### src/logic/fdcv_regs.svh
`ifndef FDCV_REGS_SVH
`define FDCV_REGS_SVH
`define FDCV_OP_VERIFY 5'h16
`define FDCV_OP_VERSION 8'h10
`define FDCV_OP_SET_CHIP_REVISION_CMD 8'h30
`define FDCV_OP_LOCK 7'h14
`define FDCV_OP_PWRDN 8'h17
`define FDCV_NPAR_VERIFY 4'h8
`define FDCV_NPAR_ONE 4'h1
`define FDCV_VER_HW 8'h90
`define FDCV_FM_IDX 8'hFC
`define FDCV_FM_ID 8'hFE
`define FDCV_FM_DAT 8'hFB
`define FDCV_FM_DEL 8'hF8
`define FDCV_MFM_IDX 8'hC2
`define FDCV_MFM_SYNC 8'hA1
`define FDCV_FM_SYNC_LEN 3'h6
`define FDCV_CYL_ANY 8'hFF
`define FDCV_CRC_INIT 16'hFFFF
`define FDCV_CRC_POLY 16'h1021
`define FDCV_CLK_NS 10
`define FDCV_HEADLD_NS 2000
`define FDCV_HEADLD_CYC 15'((`FDCV_HEADLD_NS + `FDCV_CLK_NS - 1) / `FDCV_CLK_NS)
`define FDCV_IDX_LIMIT 2'h2
`define FDCV_SEC_BASE 15'h0080
`define FDCV_ID_LAST 15'h0005
`define FDCV_CRC_LEN 15'h0002
`define FDCV_ST0_IC 6
`define FDCV_ST0_NR 3
`define FDCV_ST1_EN 7
`define FDCV_ST1_DE 5
`define FDCV_ST1_ND 2
`define FDCV_ST1_MA 0
`define FDCV_ST2_CM 6
`define FDCV_ST2_DD 5
`define FDCV_ST2_MD 0
`define FDCV_LOCK_CMD_BIT 7
`define FDCV_LOCK_RES_BIT 4
`define FDCV_DFI_HW 1'b1
`define FDCV_FTH_HW 4'h0
`define FDCV_PTN_HW 8'h00
`define FDCV_RATE_125 2'h0
`define FDCV_RATE_150 2'h1
`define FDCV_RATE_250 2'h2
`define FDCV_VERIFY_RES 3'h7
`endif

### src/logic/fdcv_pkg.sv
package fdcv_pkg;
   typedef enum logic [3:0] {
      S_IDLE = 4'h0,
      S_PARAM = 4'h1,
      S_HEADLD = 4'h2,
      S_FIND_ID = 4'h3,
      S_ID = 4'h4,
      S_FIND_DAT = 4'h5,
      S_DATA = 4'h6,
      S_CHK = 4'h7,
      S_NEXT = 4'h8,
      S_RESULT = 4'h9
   } fdcv_state_t;
   typedef logic [7:0] fdcv_byte_t;
endpackage : fdcv_pkg

### src/logic/fdcv_verify_cfg.sv
`include "fdcv_regs.svh"
module fdcv_verify_cfg (
   input wire logic mclk_in,
   input wire logic resetn_in,
   input wire logic sw_reset_in,
   input wire logic bus_reset_input_in,
   input wire logic cmd_valid_in,
   input wire fdcv_pkg::fdcv_byte_t cmd_byte_in,
   output logic cmd_ready_out,
   output logic res_valid_out,
   output fdcv_pkg::fdcv_byte_t res_byte_out,
   input wire logic res_ack_in,
   input wire logic disk_valid_in,
   input wire fdcv_pkg::fdcv_byte_t disk_byte_in,
   input wire logic disk_mark_in,
   input wire logic index_in,
   input wire logic drive_ready_in,
   input wire logic perp_cmd_in,
   input wire logic fm_rate_wr_in,
   input wire logic [1:0] fm_rate_in,
   input wire logic cfg_wr_in,
   input wire logic cfg_implied_seek_in,
   input wire logic cfg_fifo_disable_in,
   input wire logic cfg_scan_off_in,
   input wire logic [3:0] cfg_threshold_in,
   input wire fdcv_pkg::fdcv_byte_t cfg_precomp_in,
   output logic implied_seek_enable_out,
   output logic fifo_disable_out,
   output logic auto_drive_scan_off_out,
   output logic [3:0] fifo_threshold_out,
   output fdcv_pkg::fdcv_byte_t precomp_start_track_out,
   output logic fifo_settings_freeze_out,
   output logic [2:0] power_opt_out,
   output logic perp_mode_out,
   output logic mfm_mode_out,
   output logic [1:0] fm_rate_out,
   output logic head_load_out,
   output logic verify_busy_out,
   output logic [1:0] drive_sel_out
);
   import fdcv_pkg::*;

   // pins: [0] index, [1] drive ready, [2] bus reset
   logic [2:0] s1_q, s2_q, s3_q, lvl_q, lvl_d;
   logic idx_prev_q, idx_rise;
   always_comb begin
      lvl_d = ((s2_q ~^ s3_q) & s3_q) | ((s2_q ^ s3_q) & lvl_q);
      idx_rise = lvl_q[0] & ~idx_prev_q;
   end
   always_ff @(posedge mclk_in or negedge resetn_in) begin
      if (!resetn_in) begin
         s1_q <= 3'h0;
         s2_q <= 3'h0;
         s3_q <= 3'h0;
         lvl_q <= 3'h0;
         idx_prev_q <= 1'b0;
      end else begin
         s1_q <= {bus_reset_input_in, drive_ready_in, index_in};
         s2_q <= s1_q;
         s3_q <= s2_q;
         lvl_q <= lvl_d;
         idx_prev_q <= lvl_q[0];
      end
   end

   // configuration and persistent command state
   logic set_ver, set_lock, set_pwr;
   logic [7:0] rev_q, rev_d, ptn_q, ptn_d;
   logic lock_q, lock_d, eis_q, eis_d, dfi_q, dfi_d, pol_q, pol_d, perp_q, perp_d;
   logic [3:0] fth_q, fth_d;
   logic [2:0] pwr_q, pwr_d;
   logic [1:0] rate_q, rate_d;
   always_comb begin
      rev_d = set_ver ? cmd_byte_in : rev_q;
      lock_d = set_lock ? cmd_byte_in[`FDCV_LOCK_CMD_BIT] : lock_q;
      pwr_d = set_pwr ? cmd_byte_in[2:0] : pwr_q;
      perp_d = perp_q | perp_cmd_in;
      rate_d = rate_q;
      if (fm_rate_wr_in && (fm_rate_in == `FDCV_RATE_125 || fm_rate_in == `FDCV_RATE_150
            || fm_rate_in == `FDCV_RATE_250)) begin
         rate_d = fm_rate_in;
      end
      eis_d = cfg_wr_in ? cfg_implied_seek_in : eis_q;
      dfi_d = cfg_wr_in ? cfg_fifo_disable_in : dfi_q;
      pol_d = cfg_wr_in ? cfg_scan_off_in : pol_q;
      fth_d = cfg_wr_in ? cfg_threshold_in : fth_q;
      ptn_d = cfg_wr_in ? cfg_precomp_in : ptn_q;
      // soft reset leaves revision and power options alone
      if (sw_reset_in) begin
         eis_d = 1'b0;
         pol_d = 1'b0;
         if (!lock_q) begin
            dfi_d = `FDCV_DFI_HW;
            fth_d = `FDCV_FTH_HW;
            ptn_d = `FDCV_PTN_HW;
         end
      end
      if (lvl_q[2]) begin
         pwr_d = 3'h0;
      end
   end
   always_ff @(posedge mclk_in or negedge resetn_in) begin
      if (!resetn_in) begin
         rev_q <= `FDCV_VER_HW;
         lock_q <= 1'b0;
         eis_q <= 1'b0;
         dfi_q <= `FDCV_DFI_HW;
         pol_q <= 1'b0;
         fth_q <= `FDCV_FTH_HW;
         ptn_q <= `FDCV_PTN_HW;
         pwr_q <= 3'h0;
         perp_q <= 1'b0;
         rate_q <= `FDCV_RATE_250;
      end else begin
         rev_q <= rev_d;
         lock_q <= lock_d;
         eis_q <= eis_d;
         dfi_q <= dfi_d;
         pol_q <= pol_d;
         fth_q <= fth_d;
         ptn_q <= ptn_d;
         pwr_q <= pwr_d;
         perp_q <= perp_d;
         rate_q <= rate_d;
      end
   end

   // command sequencer; cb holds cmd1, cmd2, c, h, r, n, eot, gsl, dtl
   fdcv_state_t st_q, st_d;
   logic [7:0] cb_q [0:8];
   logic [7:0] cb_d [0:8];
   logic [7:0] res_q [0:6];
   logic [7:0] res_d [0:6];
   logic [7:0] sec_q, sec_d, st0_q, st0_d, st1_q, st1_d, st2_q, st2_d, rb_q, rb_d;
   logic [3:0] pcnt_q, pcnt_d, need_q, need_d;
   logic [2:0] rcnt_q, rcnt_d, ridx_q, ridx_d, zrun_q, zrun_d;
   logic [14:0] tmr_q, tmr_d, bcnt_q, bcnt_d, dlast;
   logic [1:0] icnt_q, icnt_d;
   logic idseen_q, idseen_d, idbad_q, idbad_d, fld_q, fld_d, hl_q, hl_d, mfm_q, mfm_d;
   logic rdy_q, rdy_d, rv_q, rv_d, bsy_q, bsy_d, finish, mark_ok, crc_clr, crc_vld;
   logic [15:0] crc;

   fdcv_crc16 u_crc (
      .mclk_in(mclk_in),
      .resetn_in(resetn_in),
      .clear_in(crc_clr),
      .valid_in(crc_vld),
      .byte_in(disk_byte_in),
      .crc_out(crc)
   );

   always_comb begin
      st_d = st_q;
      cb_d = cb_q;
      res_d = res_q;
      sec_d = sec_q;
      st0_d = st0_q;
      st1_d = st1_q;
      st2_d = st2_q;
      pcnt_d = pcnt_q;
      need_d = need_q;
      rcnt_d = rcnt_q;
      ridx_d = ridx_q;
      zrun_d = zrun_q;
      tmr_d = tmr_q;
      bcnt_d = bcnt_q;
      icnt_d = icnt_q;
      idseen_d = idseen_q;
      idbad_d = idbad_q;
      fld_d = fld_q;
      hl_d = hl_q;
      mfm_d = mfm_q;
      set_ver = 1'b0;
      set_lock = 1'b0;
      set_pwr = 1'b0;
      finish = 1'b0;
      dlast = 15'(`FDCV_SEC_BASE << cb_q[5][2:0]) + `FDCV_CRC_LEN - 15'h0001;
      // a mark counts only after a full run of zero sync bytes
      mark_ok = disk_valid_in & disk_mark_in & (zrun_q >= `FDCV_FM_SYNC_LEN);
      crc_clr = (st_q == S_FIND_ID) || (st_q == S_FIND_DAT);
      crc_vld = disk_valid_in & (crc_clr ? mark_ok : (st_q == S_ID || st_q == S_DATA));
      if (crc_clr && disk_valid_in) begin
         zrun_d = (disk_byte_in == 8'h00 && !disk_mark_in)
            ? ((zrun_q == `FDCV_FM_SYNC_LEN) ? zrun_q : zrun_q + 3'h1) : 3'h0;
      end
      unique case (st_q)
         S_IDLE: begin
            if (cmd_valid_in) begin
               cb_d[0] = cmd_byte_in;
               pcnt_d = 4'h1;
               ridx_d = 3'h0;
               rcnt_d = 3'h1;
               if (cmd_byte_in[4:0] == `FDCV_OP_VERIFY) begin
                  need_d = `FDCV_NPAR_VERIFY;
                  mfm_d = cmd_byte_in[6];
                  st_d = S_PARAM;
               end else if (cmd_byte_in == `FDCV_OP_SET_CHIP_REVISION_CMD || cmd_byte_in == `FDCV_OP_PWRDN) begin
                  need_d = `FDCV_NPAR_ONE;
                  st_d = S_PARAM;
               end else if (cmd_byte_in == `FDCV_OP_VERSION) begin
                  res_d[0] = rev_q;
                  st_d = S_RESULT;
               end else if (cmd_byte_in[6:0] == `FDCV_OP_LOCK) begin
                  set_lock = 1'b1;
                  res_d[0] = 8'h00;
                  res_d[0][`FDCV_LOCK_RES_BIT] = cmd_byte_in[`FDCV_LOCK_CMD_BIT];
                  st_d = S_RESULT;
               end
            end
         end
         S_PARAM: begin
            if (cmd_valid_in) begin
               cb_d[pcnt_q] = cmd_byte_in;
               pcnt_d = pcnt_q + 4'h1;
               if (pcnt_q == need_q) begin
                  if (cb_q[0] == `FDCV_OP_SET_CHIP_REVISION_CMD) begin
                     set_ver = 1'b1;
                     st_d = S_IDLE;
                  end else if (cb_q[0] == `FDCV_OP_PWRDN) begin
                     set_pwr = 1'b1;
                     res_d[0] = {5'h00, cmd_byte_in[2:0]};
                     st_d = S_RESULT;
                  end else begin
                     sec_d = cb_q[4];
                     st0_d = {5'h00, cb_q[1][2:0]};
                     st1_d = 8'h00;
                     st2_d = 8'h00;
                     tmr_d = `FDCV_HEADLD_CYC;
                     st_d = S_HEADLD;
                  end
               end
            end
         end
         S_HEADLD: begin
            hl_d = 1'b1;
            if (!lvl_q[1]) begin
               st0_d[`FDCV_ST0_IC] = 1'b1;
               st0_d[`FDCV_ST0_NR] = 1'b1;
               finish = 1'b1;
            end else if (tmr_q == 15'h0000) begin
               icnt_d = 2'h0;
               idseen_d = 1'b0;
               zrun_d = 3'h0;
               st_d = S_FIND_ID;
            end else begin
               tmr_d = tmr_q - 15'h0001;
            end
         end
         S_FIND_ID: begin
            if (idx_rise) begin
               icnt_d = icnt_q + 2'h1;
               if (icnt_d == `FDCV_IDX_LIMIT) begin
                  if (idseen_q) begin
                     st1_d[`FDCV_ST1_ND] = 1'b1;
                  end else begin
                     st0_d[`FDCV_ST0_IC] = 1'b1;
                     st1_d[`FDCV_ST1_MA] = 1'b1;
                  end
                  st_d = S_NEXT;
               end
            end else if (mark_ok && disk_byte_in == `FDCV_FM_ID) begin
               idseen_d = 1'b1;
               idbad_d = 1'b0;
               bcnt_d = 15'h0000;
               st_d = S_ID;
            end
         end
         S_ID: begin
            if (disk_valid_in) begin
               bcnt_d = bcnt_q + 15'h0001;
               unique case (bcnt_q[2:0])
                  3'h0: idbad_d = idbad_q | (disk_byte_in != cb_q[2] && disk_byte_in != `FDCV_CYL_ANY);
                  3'h1: idbad_d = idbad_q | (disk_byte_in != cb_q[3]);
                  3'h2: idbad_d = idbad_q | (disk_byte_in != sec_q);
                  3'h3: idbad_d = idbad_q | (disk_byte_in != cb_q[5]);
                  default: idbad_d = idbad_q;
               endcase
               if (bcnt_q == `FDCV_ID_LAST) begin
                  fld_d = 1'b0;
                  st_d = S_CHK;
               end
            end
         end
         S_CHK: begin
            zrun_d = 3'h0;
            if (fld_q) begin
               if (crc != 16'h0000) begin
                  st1_d[`FDCV_ST1_DE] = 1'b1;
                  st2_d[`FDCV_ST2_DD] = 1'b1;
               end
               st_d = S_NEXT;
            end else if (idbad_q) begin
               st_d = S_FIND_ID;
            end else if (crc != 16'h0000) begin
               st1_d[`FDCV_ST1_DE] = 1'b1;
               st_d = S_NEXT;
            end else begin
               st_d = S_FIND_DAT;
            end
         end
         S_FIND_DAT: begin
            if (idx_rise || (mark_ok && disk_byte_in == `FDCV_FM_ID)) begin
               st0_d[`FDCV_ST0_IC] = 1'b1;
               st1_d[`FDCV_ST1_MA] = 1'b1;
               st2_d[`FDCV_ST2_MD] = 1'b1;
               st_d = S_NEXT;
            end else if (mark_ok && (disk_byte_in == `FDCV_FM_DAT || disk_byte_in == `FDCV_FM_DEL)) begin
               st2_d[`FDCV_ST2_CM] = st2_q[`FDCV_ST2_CM] | (disk_byte_in == `FDCV_FM_DEL);
               bcnt_d = 15'h0000;
               st_d = S_DATA;
            end
         end
         S_DATA: begin
            // data is only counted and checked, never handed to the host
            if (idx_rise) begin
               st0_d[`FDCV_ST0_IC] = 1'b1;
               st1_d[`FDCV_ST1_EN] = 1'b1;
               st_d = S_NEXT;
            end else if (disk_valid_in) begin
               bcnt_d = bcnt_q + 15'h0001;
               if (bcnt_q == dlast) begin
                  fld_d = 1'b1;
                  st_d = S_CHK;
               end
            end
         end
         S_NEXT: begin
            sec_d = sec_q + 8'h01;
            if (sec_q == cb_q[6]) begin
               finish = 1'b1;
            end else begin
               icnt_d = 2'h0;
               idseen_d = 1'b0;
               zrun_d = 3'h0;
               st_d = S_FIND_ID;
            end
         end
         S_RESULT: begin
            if (res_ack_in) begin
               if (ridx_q == rcnt_q - 3'h1) begin
                  st_d = S_IDLE;
               end else begin
                  ridx_d = ridx_q + 3'h1;
               end
            end
         end
         default: st_d = S_IDLE;
      endcase
      if (finish) begin
         // flags accumulate over all sectors, so the failing sector is lost
         res_d[0] = st0_d;
         res_d[1] = st1_d;
         res_d[2] = st2_d;
         res_d[3] = cb_q[2];
         res_d[4] = cb_q[3];
         res_d[5] = sec_d;
         res_d[6] = cb_q[5];
         rcnt_d = `FDCV_VERIFY_RES;
         ridx_d = 3'h0;
         hl_d = 1'b0;
         st_d = S_RESULT;
      end
      if (sw_reset_in) begin
         hl_d = 1'b0;
         st_d = S_IDLE;
      end
      rdy_d = (st_d == S_IDLE) || (st_d == S_PARAM);
      rv_d = (st_d == S_RESULT);
      bsy_d = !rdy_d && !rv_d;
      rb_d = res_d[ridx_d];
   end

   always_ff @(posedge mclk_in or negedge resetn_in) begin
      if (!resetn_in) begin
         st_q <= S_IDLE;
         for (int i = 0; i < 9; i++) begin
            cb_q[i] <= 8'h00;
         end
         for (int i = 0; i < 7; i++) begin
            res_q[i] <= 8'h00;
         end
         sec_q <= 8'h00;
         st0_q <= 8'h00;
         st1_q <= 8'h00;
         st2_q <= 8'h00;
         rb_q <= 8'h00;
         pcnt_q <= 4'h0;
         need_q <= 4'h0;
         rcnt_q <= 3'h0;
         ridx_q <= 3'h0;
         zrun_q <= 3'h0;
         tmr_q <= 15'h0000;
         bcnt_q <= 15'h0000;
         icnt_q <= 2'h0;
         {idseen_q, idbad_q, fld_q, hl_q, mfm_q, rv_q, bsy_q} <= 7'h00;
         rdy_q <= 1'b1;
      end else begin
         st_q <= st_d;
         cb_q <= cb_d;
         res_q <= res_d;
         sec_q <= sec_d;
         st0_q <= st0_d;
         st1_q <= st1_d;
         st2_q <= st2_d;
         rb_q <= rb_d;
         pcnt_q <= pcnt_d;
         need_q <= need_d;
         rcnt_q <= rcnt_d;
         ridx_q <= ridx_d;
         zrun_q <= zrun_d;
         tmr_q <= tmr_d;
         bcnt_q <= bcnt_d;
         icnt_q <= icnt_d;
         {idseen_q, idbad_q, fld_q, hl_q, mfm_q, rv_q, bsy_q} <= {idseen_d, idbad_d, fld_d, hl_d, mfm_d, rv_d, bsy_d};
         rdy_q <= rdy_d;
      end
   end

   assign cmd_ready_out = rdy_q;
   assign res_valid_out = rv_q;
   assign res_byte_out = rb_q;
   assign implied_seek_enable_out = eis_q;
   assign fifo_disable_out = dfi_q;
   assign auto_drive_scan_off_out = pol_q;
   assign fifo_threshold_out = fth_q;
   assign precomp_start_track_out = ptn_q;
   assign fifo_settings_freeze_out = lock_q;
   assign power_opt_out = pwr_q;
   assign perp_mode_out = perp_q;
   assign mfm_mode_out = mfm_q;
   assign fm_rate_out = rate_q;
   assign head_load_out = hl_q;
   assign verify_busy_out = bsy_q;
   assign drive_sel_out = cb_q[1][1:0];
endmodule : fdcv_verify_cfg

### src/logic/fdcv_crc16.sv
`include "fdcv_regs.svh"
module fdcv_crc16 (
   input wire logic mclk_in,
   input wire logic resetn_in,
   input wire logic clear_in,
   input wire logic valid_in,
   input wire fdcv_pkg::fdcv_byte_t byte_in,
   output logic [15:0] crc_out
);
   import fdcv_pkg::*;

   logic [15:0] crc_q, crc_d, base;

   // msb first, same order the byte leaves the head
   function automatic logic [15:0] crc_step(input logic [15:0] c, input logic [7:0] b);
      logic [15:0] r;
      logic fb;
      r = c;
      for (int i = 7; i >= 0; i--) begin
         fb = r[15] ^ b[i];
         r = {r[14:0], 1'b0} ^ (fb ? `FDCV_CRC_POLY : 16'h0000);
      end
      return r;
   endfunction : crc_step

   always_comb begin
      base = clear_in ? `FDCV_CRC_INIT : crc_q;
      crc_d = valid_in ? crc_step(base, byte_in) : base;
   end

   always_ff @(posedge mclk_in or negedge resetn_in) begin
      if (!resetn_in) begin
         crc_q <= `FDCV_CRC_INIT;
      end else begin
         crc_q <= crc_d;
      end
   end

   assign crc_out = crc_q;
endmodule : fdcv_crc16

### config.mk
export PLATFORM = sky130hd
export DESIGN_NAME = fdcv_verify_cfg
export DESIGN_NICKNAME = d
export VERILOG_FILES = /design/src/logic/fdcv_pkg.sv /design/src/logic/fdcv_verify_cfg.sv /design/src/logic/fdcv_crc16.sv
export VERILOG_INCLUDE_DIRS = /design/src /design/src/logic
export SDC_FILE = /design/constraint.sdc
export NUM_CORES = 1
export LEC_CHECK = 0
export ABC_AREA = 1
export BUFFER_PORTS_ARGS = -buffer_cell sky130_fd_sc_hd__buf_2
export CORE_MARGIN = 2
export CORE_UTILIZATION = 60
export CTS_BUF_LIST = sky130_fd_sc_hd__clkbuf_4
export DETAILED_ROUTE_END_ITERATION = 7
export PLACE_DENSITY = 0.79
export SYNTH_ARGS = -nofsm -noshare
export SYNTH_HDL_FRONTEND = slang
export SYNTH_SLANG_ARGS = --single-unit
export TNS_END_PERCENT = 100
### constraint.sdc
create_clock -name mclk_in -period 4.8 [get_ports mclk_in]
set_input_delay 0.96 -clock mclk_in [delete_from_list [all_inputs] [get_ports mclk_in]]
set_output_delay 0.96 -clock mclk_in [all_outputs]
set_load 0.02 [all_outputs]
* Yosys cells after proc, flatten, opt, wreduce, memory -nomap -nowiden
Index checks and enable logic that the tools add are counted.
W data, S select, Z words.
** Word-level totals
- Input bits :: 46
- Output and inout port bits :: 37
- Register bits :: 288
** Operators by class
- Muxes and demuxes :: 210
- Add/subtract/negate cells :: 10
- Bitwise operators :: 34
- Reduce and logical (&&, ||, !) cells :: 49
- Order comparisons :: 4
- Shift-type cells :: 1
- Equality and inequality tests :: 58
** Operators by type and width (number)
- $mux W8 :: 32
- $mux W15 :: 12
- $mux W4 :: 37
- $xor A16 B16 Y16 :: 8
- $mux W13 :: 8
- $bwmux W72 :: 1
- $mux W72 :: 1
- $mux W1 :: 68
- $pmux W15 S4 :: 1
- $mux W56 :: 1
- $mux W3 :: 16
- $pmux W8 S2 :: 3
- $pmux W4 S10 :: 1
- $demux W8 S4 :: 1
- $mux W16 :: 2
- $ne A8 B8 Y1 :: 4
- $ne A2 B2 Y1 const B :: 15
- $pmux W15 S2 :: 1
- $sub A15 B1 Y15 const B :: 2
- $bmux W8 S3 :: 1
- $eq A8 B5 Y1 const B :: 3
- $eq A8 B8 Y1 const B :: 3
- $pmux W1 S2 :: 10
- $reduce_and A6 Y1 :: 3
- other kinds (66) :: 132

* Logic depth before layout (Yosys ltp)
- Depth after elaboration :: 28
- Depth in mapped cells :: 16
- Mapped depth without buffers :: 16

* Cells and area by module
From an unflattened synthesis, not the netlist that was laid out.
** Unflattened totals
- Cells, all modules :: 1867
- Area, all modules :: 14023.4 sq um
** Modules (own cells, without submodules)
- fdcv_verify_cfg :: cells an instance 1677, area an instance 12837.3 sq um, instances 1
- fdcv_crc16 :: cells an instance 190, area an instance 1186.1 sq um, instances 1

* Worst setup path before layout
OpenSTA, ideal clock, no wires.
- Path kind :: input -> register
- Start point :: input port disk_byte_in[5]
- End point :: register bcnt_q[12]
- Arrival :: 2298 ps
- Cell stages on the path :: 13
- Buffers on the path :: 2
- Setup time :: 127 ps
- Setup slack :: 2374 ps
- Data required time :: 4673 ps
- Path through :: clkbuf_2 -> nand2_1 -> nor2_1 -> nand3_1 -> nand2_1 -> nand2_1 -> inv_1 -> nor3_1 -> nand2_1 -> inv_1 -> buf_4 -> nand4_1 -> o21ai_0
** On the way
- Cells in the longest elaborated chain, start to end :: 5
- Elaborated cells between the ends (all ways) :: 11
** Ends and longest elaborated chain
- start: declaration :: line fdcv_verify_cfg.sv:14 : input wire fdcv_pkg::fdcv_byte_t disk_byte_in,
- $eq A8 B8 Y1 (no source line)
- $logic_or A1 B1 Y1 (no source line) or $logic_and A1 B1 Y1 (tied branches)
- $logic_and A1 B1 Y1 or $logic_or A1 B1 Y1 (tied branches) :: line fdcv_verify_cfg.sv:307, fdcv_verify_cfg.sv:302
- $ne A2 B1 Y1 (no source line) or $ne A2 B2 Y1 (tied branches)
- $reduce_and A6 Y1 (no source line) *
- end signal: assignment :: line fdcv_verify_cfg.sv:412 : bcnt_q <= bcnt_d;
- end: declaration :: line fdcv_verify_cfg.sv:137 : logic [14:0] tmr_q, tmr_d, bcnt_q, bcnt_d, dlast;
Every way passes the cells marked *; elsewhere a longest branch is shown, timed or not.
A chain may end at the register's enable or synchronous reset.

* Worst setup path in the final report
- Start point :: register st_q[1]
- End point :: register rb_q[1] (netlist: res_byte_out[1])
** On the way
- Cells in the longest elaborated chain, start to end :: 7
- Elaborated cells between the ends (all ways) :: 18
** Ends and longest elaborated chain
- start: declaration :: line fdcv_verify_cfg.sv:129 : fdcv_state_t st_q, st_d;
- start signal: assignment :: line fdcv_verify_cfg.sv:398 : st_q <= st_d;
- $eq A4 B4 Y1, or another cell as far along :: line fdcv_verify_cfg.sv:186 : unique case (st_q)
- $pmux W3 S2 or $pmux W1 S2 (tied branches) :: line fdcv_verify_cfg.sv:186
- $mux W3 :: line fdcv_verify_cfg.sv:349 : if (finish) begin
- $not A3 Y4 (implied by the code) :: line fdcv_verify_cfg.sv:370 : rb_d = res_d[ridx_d];
- $bmux W8 S3 * :: line fdcv_verify_cfg.sv:370
- $mux W8 (implied by the code) * (2 in a row) :: line fdcv_verify_cfg.sv:370
- via rb_d[1] :: line fdcv_verify_cfg.sv:134 : logic [7:0] sec_q, sec_d, st0_q, st0_d, st1_q, st1_d, st2_q, st2_d, rb_q, rb_d;
- end signal: assignment :: line fdcv_verify_cfg.sv:405 : rb_q <= rb_d;
- end: declaration :: line fdcv_verify_cfg.sv:134
The timed path passes the listed nets; every way through them passes the cells marked *. The select of a mux whose other input is x is not followed.

==> summary.txt <==
Status
  – Status: finished clean

Power
  – Total power after layout: 6.538 mW
  – Switching power as a share of total power: between 30% and 40%
  – Portion of total power attributed to sequential cells: a little under half
  – Total power per unit cell area: 429.4 mW/mm^2
  – Proportion of power drawn by the clock network: a little under a third
  – Gate power share: around a quarter
  – Psw: 2.237 mW
  – Leakage power figure: 7.700 nW
  – Internal power: ~4.3 mW
  – Max rail drop VDD: 0.2525 mV

Routing
  – Ratio of routed vias to standard cells: 5.518
  – Antenna Nets Post-Route: 0
  – Number of optimization iterations in the first detailed-route pass: 7
  – Wirelength per Cell: 16.31 microns
  – Routed wire length: 36.34 mm
  – Count of unresolved DRC violations after routing: 0
  – DRC violation total after the first TritonRoute iteration: about 1.2k
  – Via count: 12.29k

Yosys
  – Post-synthesis cell count: 1778
  – Sequential element share of the synthesized area: 48.37%
  – Dominant cell type by area after synthesis: dfrtp_1
  – Number of library cell types mapped by synthesis: between 40 and 50
  – Avg Cell Area, Syn: 7.712 sq um
  – Seq cells post-synth: 264
  – Proportion of netlist area held by the largest area contributor: 44.35%
  – Cell types occupying the most area after synthesis: dfrtp_1, nand2_1, nor2_1
  – Ys Warns: 0
  – Post-synth net total: around 1.8k
  – Area of the mapped netlist: roughly 0.014 sq mm
  – Most used flip-flop cell after synthesis: dfrtp_1
  – Async set or reset register ratio after synthesis: 100.0%
  – EDFF count, synth: 0

GRT
  – Congestion Overflow GR: 0
  – First-pass GRT wire length: 59.02 mm
  – Via count of the first global-routing pass: 12.03k
  – GRT Resource Usage Total: 30.94%
  – Number of antenna violations at the first check in global routing: 1
  – Largest net degree at the start of global routing: 119

Timing
  – Final number of max-transition violations: 0
  – Endpoints failing hold: 0
  – Worst-case headroom to the max-slew limit: 35.09%
  – RSZ-0062 raised after global routing: false
  – Post-route setup TNS: 0 ps
  – Slew at the pin with the worst max-slew slack: 973.6 ps
  – Maximum clock skew at final layout: 41.19 ps
  – Setup violation total in the final timing report: 0
  – FMAX: 0.3027 GHz
  – Portion of the clock cycle consumed by the worst path in the final layout: between 60% and 70%
  – Post-route minimum period: 3304 ps

Layout
  – Most common cell after layout, fill and taps aside: nand2_1
  – # nets final: 1956
  – Leading cell types in the layout, fill and taps excluded: nand2_1, dfrtp_1, nor2_1, inv_1, o21ai_0
  – Share of cells above drive strength 1: 14.43%
  – Non-Filler Instances: between 2k and 2.5k
  – Area Growth Syn to Fin: 11.04%

Worst setup path
  – Ordered list of cells on the worst path: inv_1 -> nor2_1 -> nand2_1 -> nor2_1 -> inv_2 -> nand2_2 -> inv_2 -> nand2_1 -> nor2_2 -> o21ai_0 -> nor2_1 -> a21oi_1
  – Worst EP required: 5370 ps
  – Library cell appearing most often on the critical path: nor2_1
  – Critical path fanouts, max: 36
  – Endpoint kind of the worst setup timing path: flip-flop
  – Arrival @ worst endpoint: 3880 ps
  – Critical setup path kind: reg -> reg
  – Slowest stage cell, crit path: inv_2
  – Element type at the critical path start: flip-flop
  – Worst path max stage delay: between 500 and 600 ps
  – R2r worst-path depth: 12

Clock tree
  – TritonCTS buffer count: a little over 70
  – Clock input transition at the sequential cells of the worst setup and hold paths: 70 ps
  – Count of buffers added by post-CTS timing repair for setup: 0
  – TritonCTS clock tree: yes
  – Post-CTS resize count: 0
  – Clock sinks: 264
  – Insertion delay to the later sink of the worst-skew pair: about 700 ps
  – Total number of H-tree levels: 3
  – Root Buffer Master: clkbuf_4
  – Hold buffers post-CTS: 0
  – Clk buf depth: 3

Place
  – Post-placement cell count: 2103
  – Post-DP HPWL: about 26 mm
  – GPL Wtd Cong: 0.9130
  – IO buf count: 82

Die
  – Row cnt: 55
  – Die area: 0.02408 sq mm
  – Area of the core region: between 0.02 and 0.025 sq mm
  – Initial core utilization: between 60% and 70%
  – Die extent in x: between 150 and 200 microns
  – DIE HEIGHT: between 150 and 200 microns
  – I/O pin total: 83

Run
  – Number of max-cap violations: 0

Worst hold path
  – WHS Path Cells: 0
  – Hold Path Class: reg -> reg
==> metal layers <==
metal,part of all wire (%),wire [microns],GRT usage [%]
met1,42,15430,40.78
met2,47,17110,49.95
met3,7.4,2672,6.630
met4,3.1,1127,13.32
met5,0,0,0
==> power groups by stage <==
stage / Clock, mW / Combinational (mW) / Sequential, mW
6_report: 2.03 / 1.56 / 2.95
5_1_grt: 2.18 / 1.77 / 2.99
4_1_cts: 2.07 / 1.54 / 2.94
3_5_place_dp: 0 / 1.53 / 2.98
3_3_place_gp: 0 / 1.49 / 2.97
2_1_floorplan: 0 / 1.07 / 2.95
==> cell families after synthesis <==
| logic type | count (synthesis) | synth area share [%] |
|---|---|---|
| buffers and inverters | 263 | 7.729 |
| and+or+nand+nor | 909 | 27.95 |
| xor gates and xnor gates | 49 | 3.349 |
| adders and majority gates | 19 | 1.734 |
| DFF | 264 | 48.37 |
| AOI/OAI and AO/OA | 273 | 10.79 |
| muxes | 1 | 0.07300 |
==> sequential cells by signal, summed over array words and instances (netlist names), 4 cells and up <==
name                     cells
precomp_start_track_out      8
bcnt_q                      15
sec_q                        8
tmr_q                       15
fifo_threshold_out           4
st1_q                        8
u_crc.crc_out               16
res_q                       56
st_q                         4
res_byte_out                 8
st2_q                        8
pcnt_q                       4
rev_q                        8
cb_q                        49
st0_q                        8
==> area by class of cell <==
cell class              count  area, sq um
clock inverters            14        88.84
well taps                 285        356.6
inverters                 213        799.5
flip-flops and latches    264         6633
repair buffers             90        505.5
clock buffers             109        818.3
diodes                      2        5.005
multi-input cells        1251         6020
fillers                  1974         7277
==> final timing paths <==
check	from	endpoint	slack, ps
worst max-delay path	st_q[1]$_DFF_PN0_	res_byte_out[1]$_DFF_PN0_	1500
worst min-delay path	s1_q[2]$_DFF_PN0_	s2_q[2]$_DFF_PN0_	350
worst max register to register	st_q[1]$_DFF_PN0_	res_byte_out[1]$_DFF_PN0_	1500
worst min register to register	s1_q[2]$_DFF_PN0_	s2_q[2]$_DFF_PN0_	350
max in group asynchronous	resetn_in	fifo_disable_out$_DFF_PN1_	3410
min in group asynchronous	resetn_in	bcnt_q[10]$_DFFE_PN0P_	380
==> metrics by stage <==
| step | setup WS (ps) | instance area [sq um] | hold slack (ps) | utilization [%] |
|---|---|---|---|---|
| floorplan | 2374 | 13710 | 331.2 | - |
| global placement | 1528 | 14310 | 333.1 | 63.61 |
| detailed placement | 1418 | 14310 | 334.7 | 63.61 |
| CTS | 1571 | 15220 | 314.3 | 67.64 |
| global route | 1172 | 15230 | 345.4 | 67.66 |
| finish | 1496 | 15230 | 349.6 | 67.66 |
==> worst max-delay path, delay by kind of cell (launching register included) <==
| kind | cells | cell delay, ps |
|---|---|---|
| buffers and inverters | 3 | 880 |
| flip-flops | 1 | 430 |
| AO/OA/AOI/OAI | 2 | 270 |
| AND/OR/NAND/NOR | 7 | 1610 |
==> cell usage after synthesis (10+ instances only) <==
master,count
dfstp_2,21
dfrtp_1,243
o21ai_0,150
nand3_1,118
clkbuf_1,19
nor3_1,30
o211ai_1,10
inv_1,201
buf_2,18
inv_2,10
or2_2,16
ha_1,19
o31ai_1,11
nand2_1,483
xor2_1,30
xnor2_1,15
nand4_1,23
a21oi_1,65
nor2_1,202
Power figures use the tool's default switching activity.
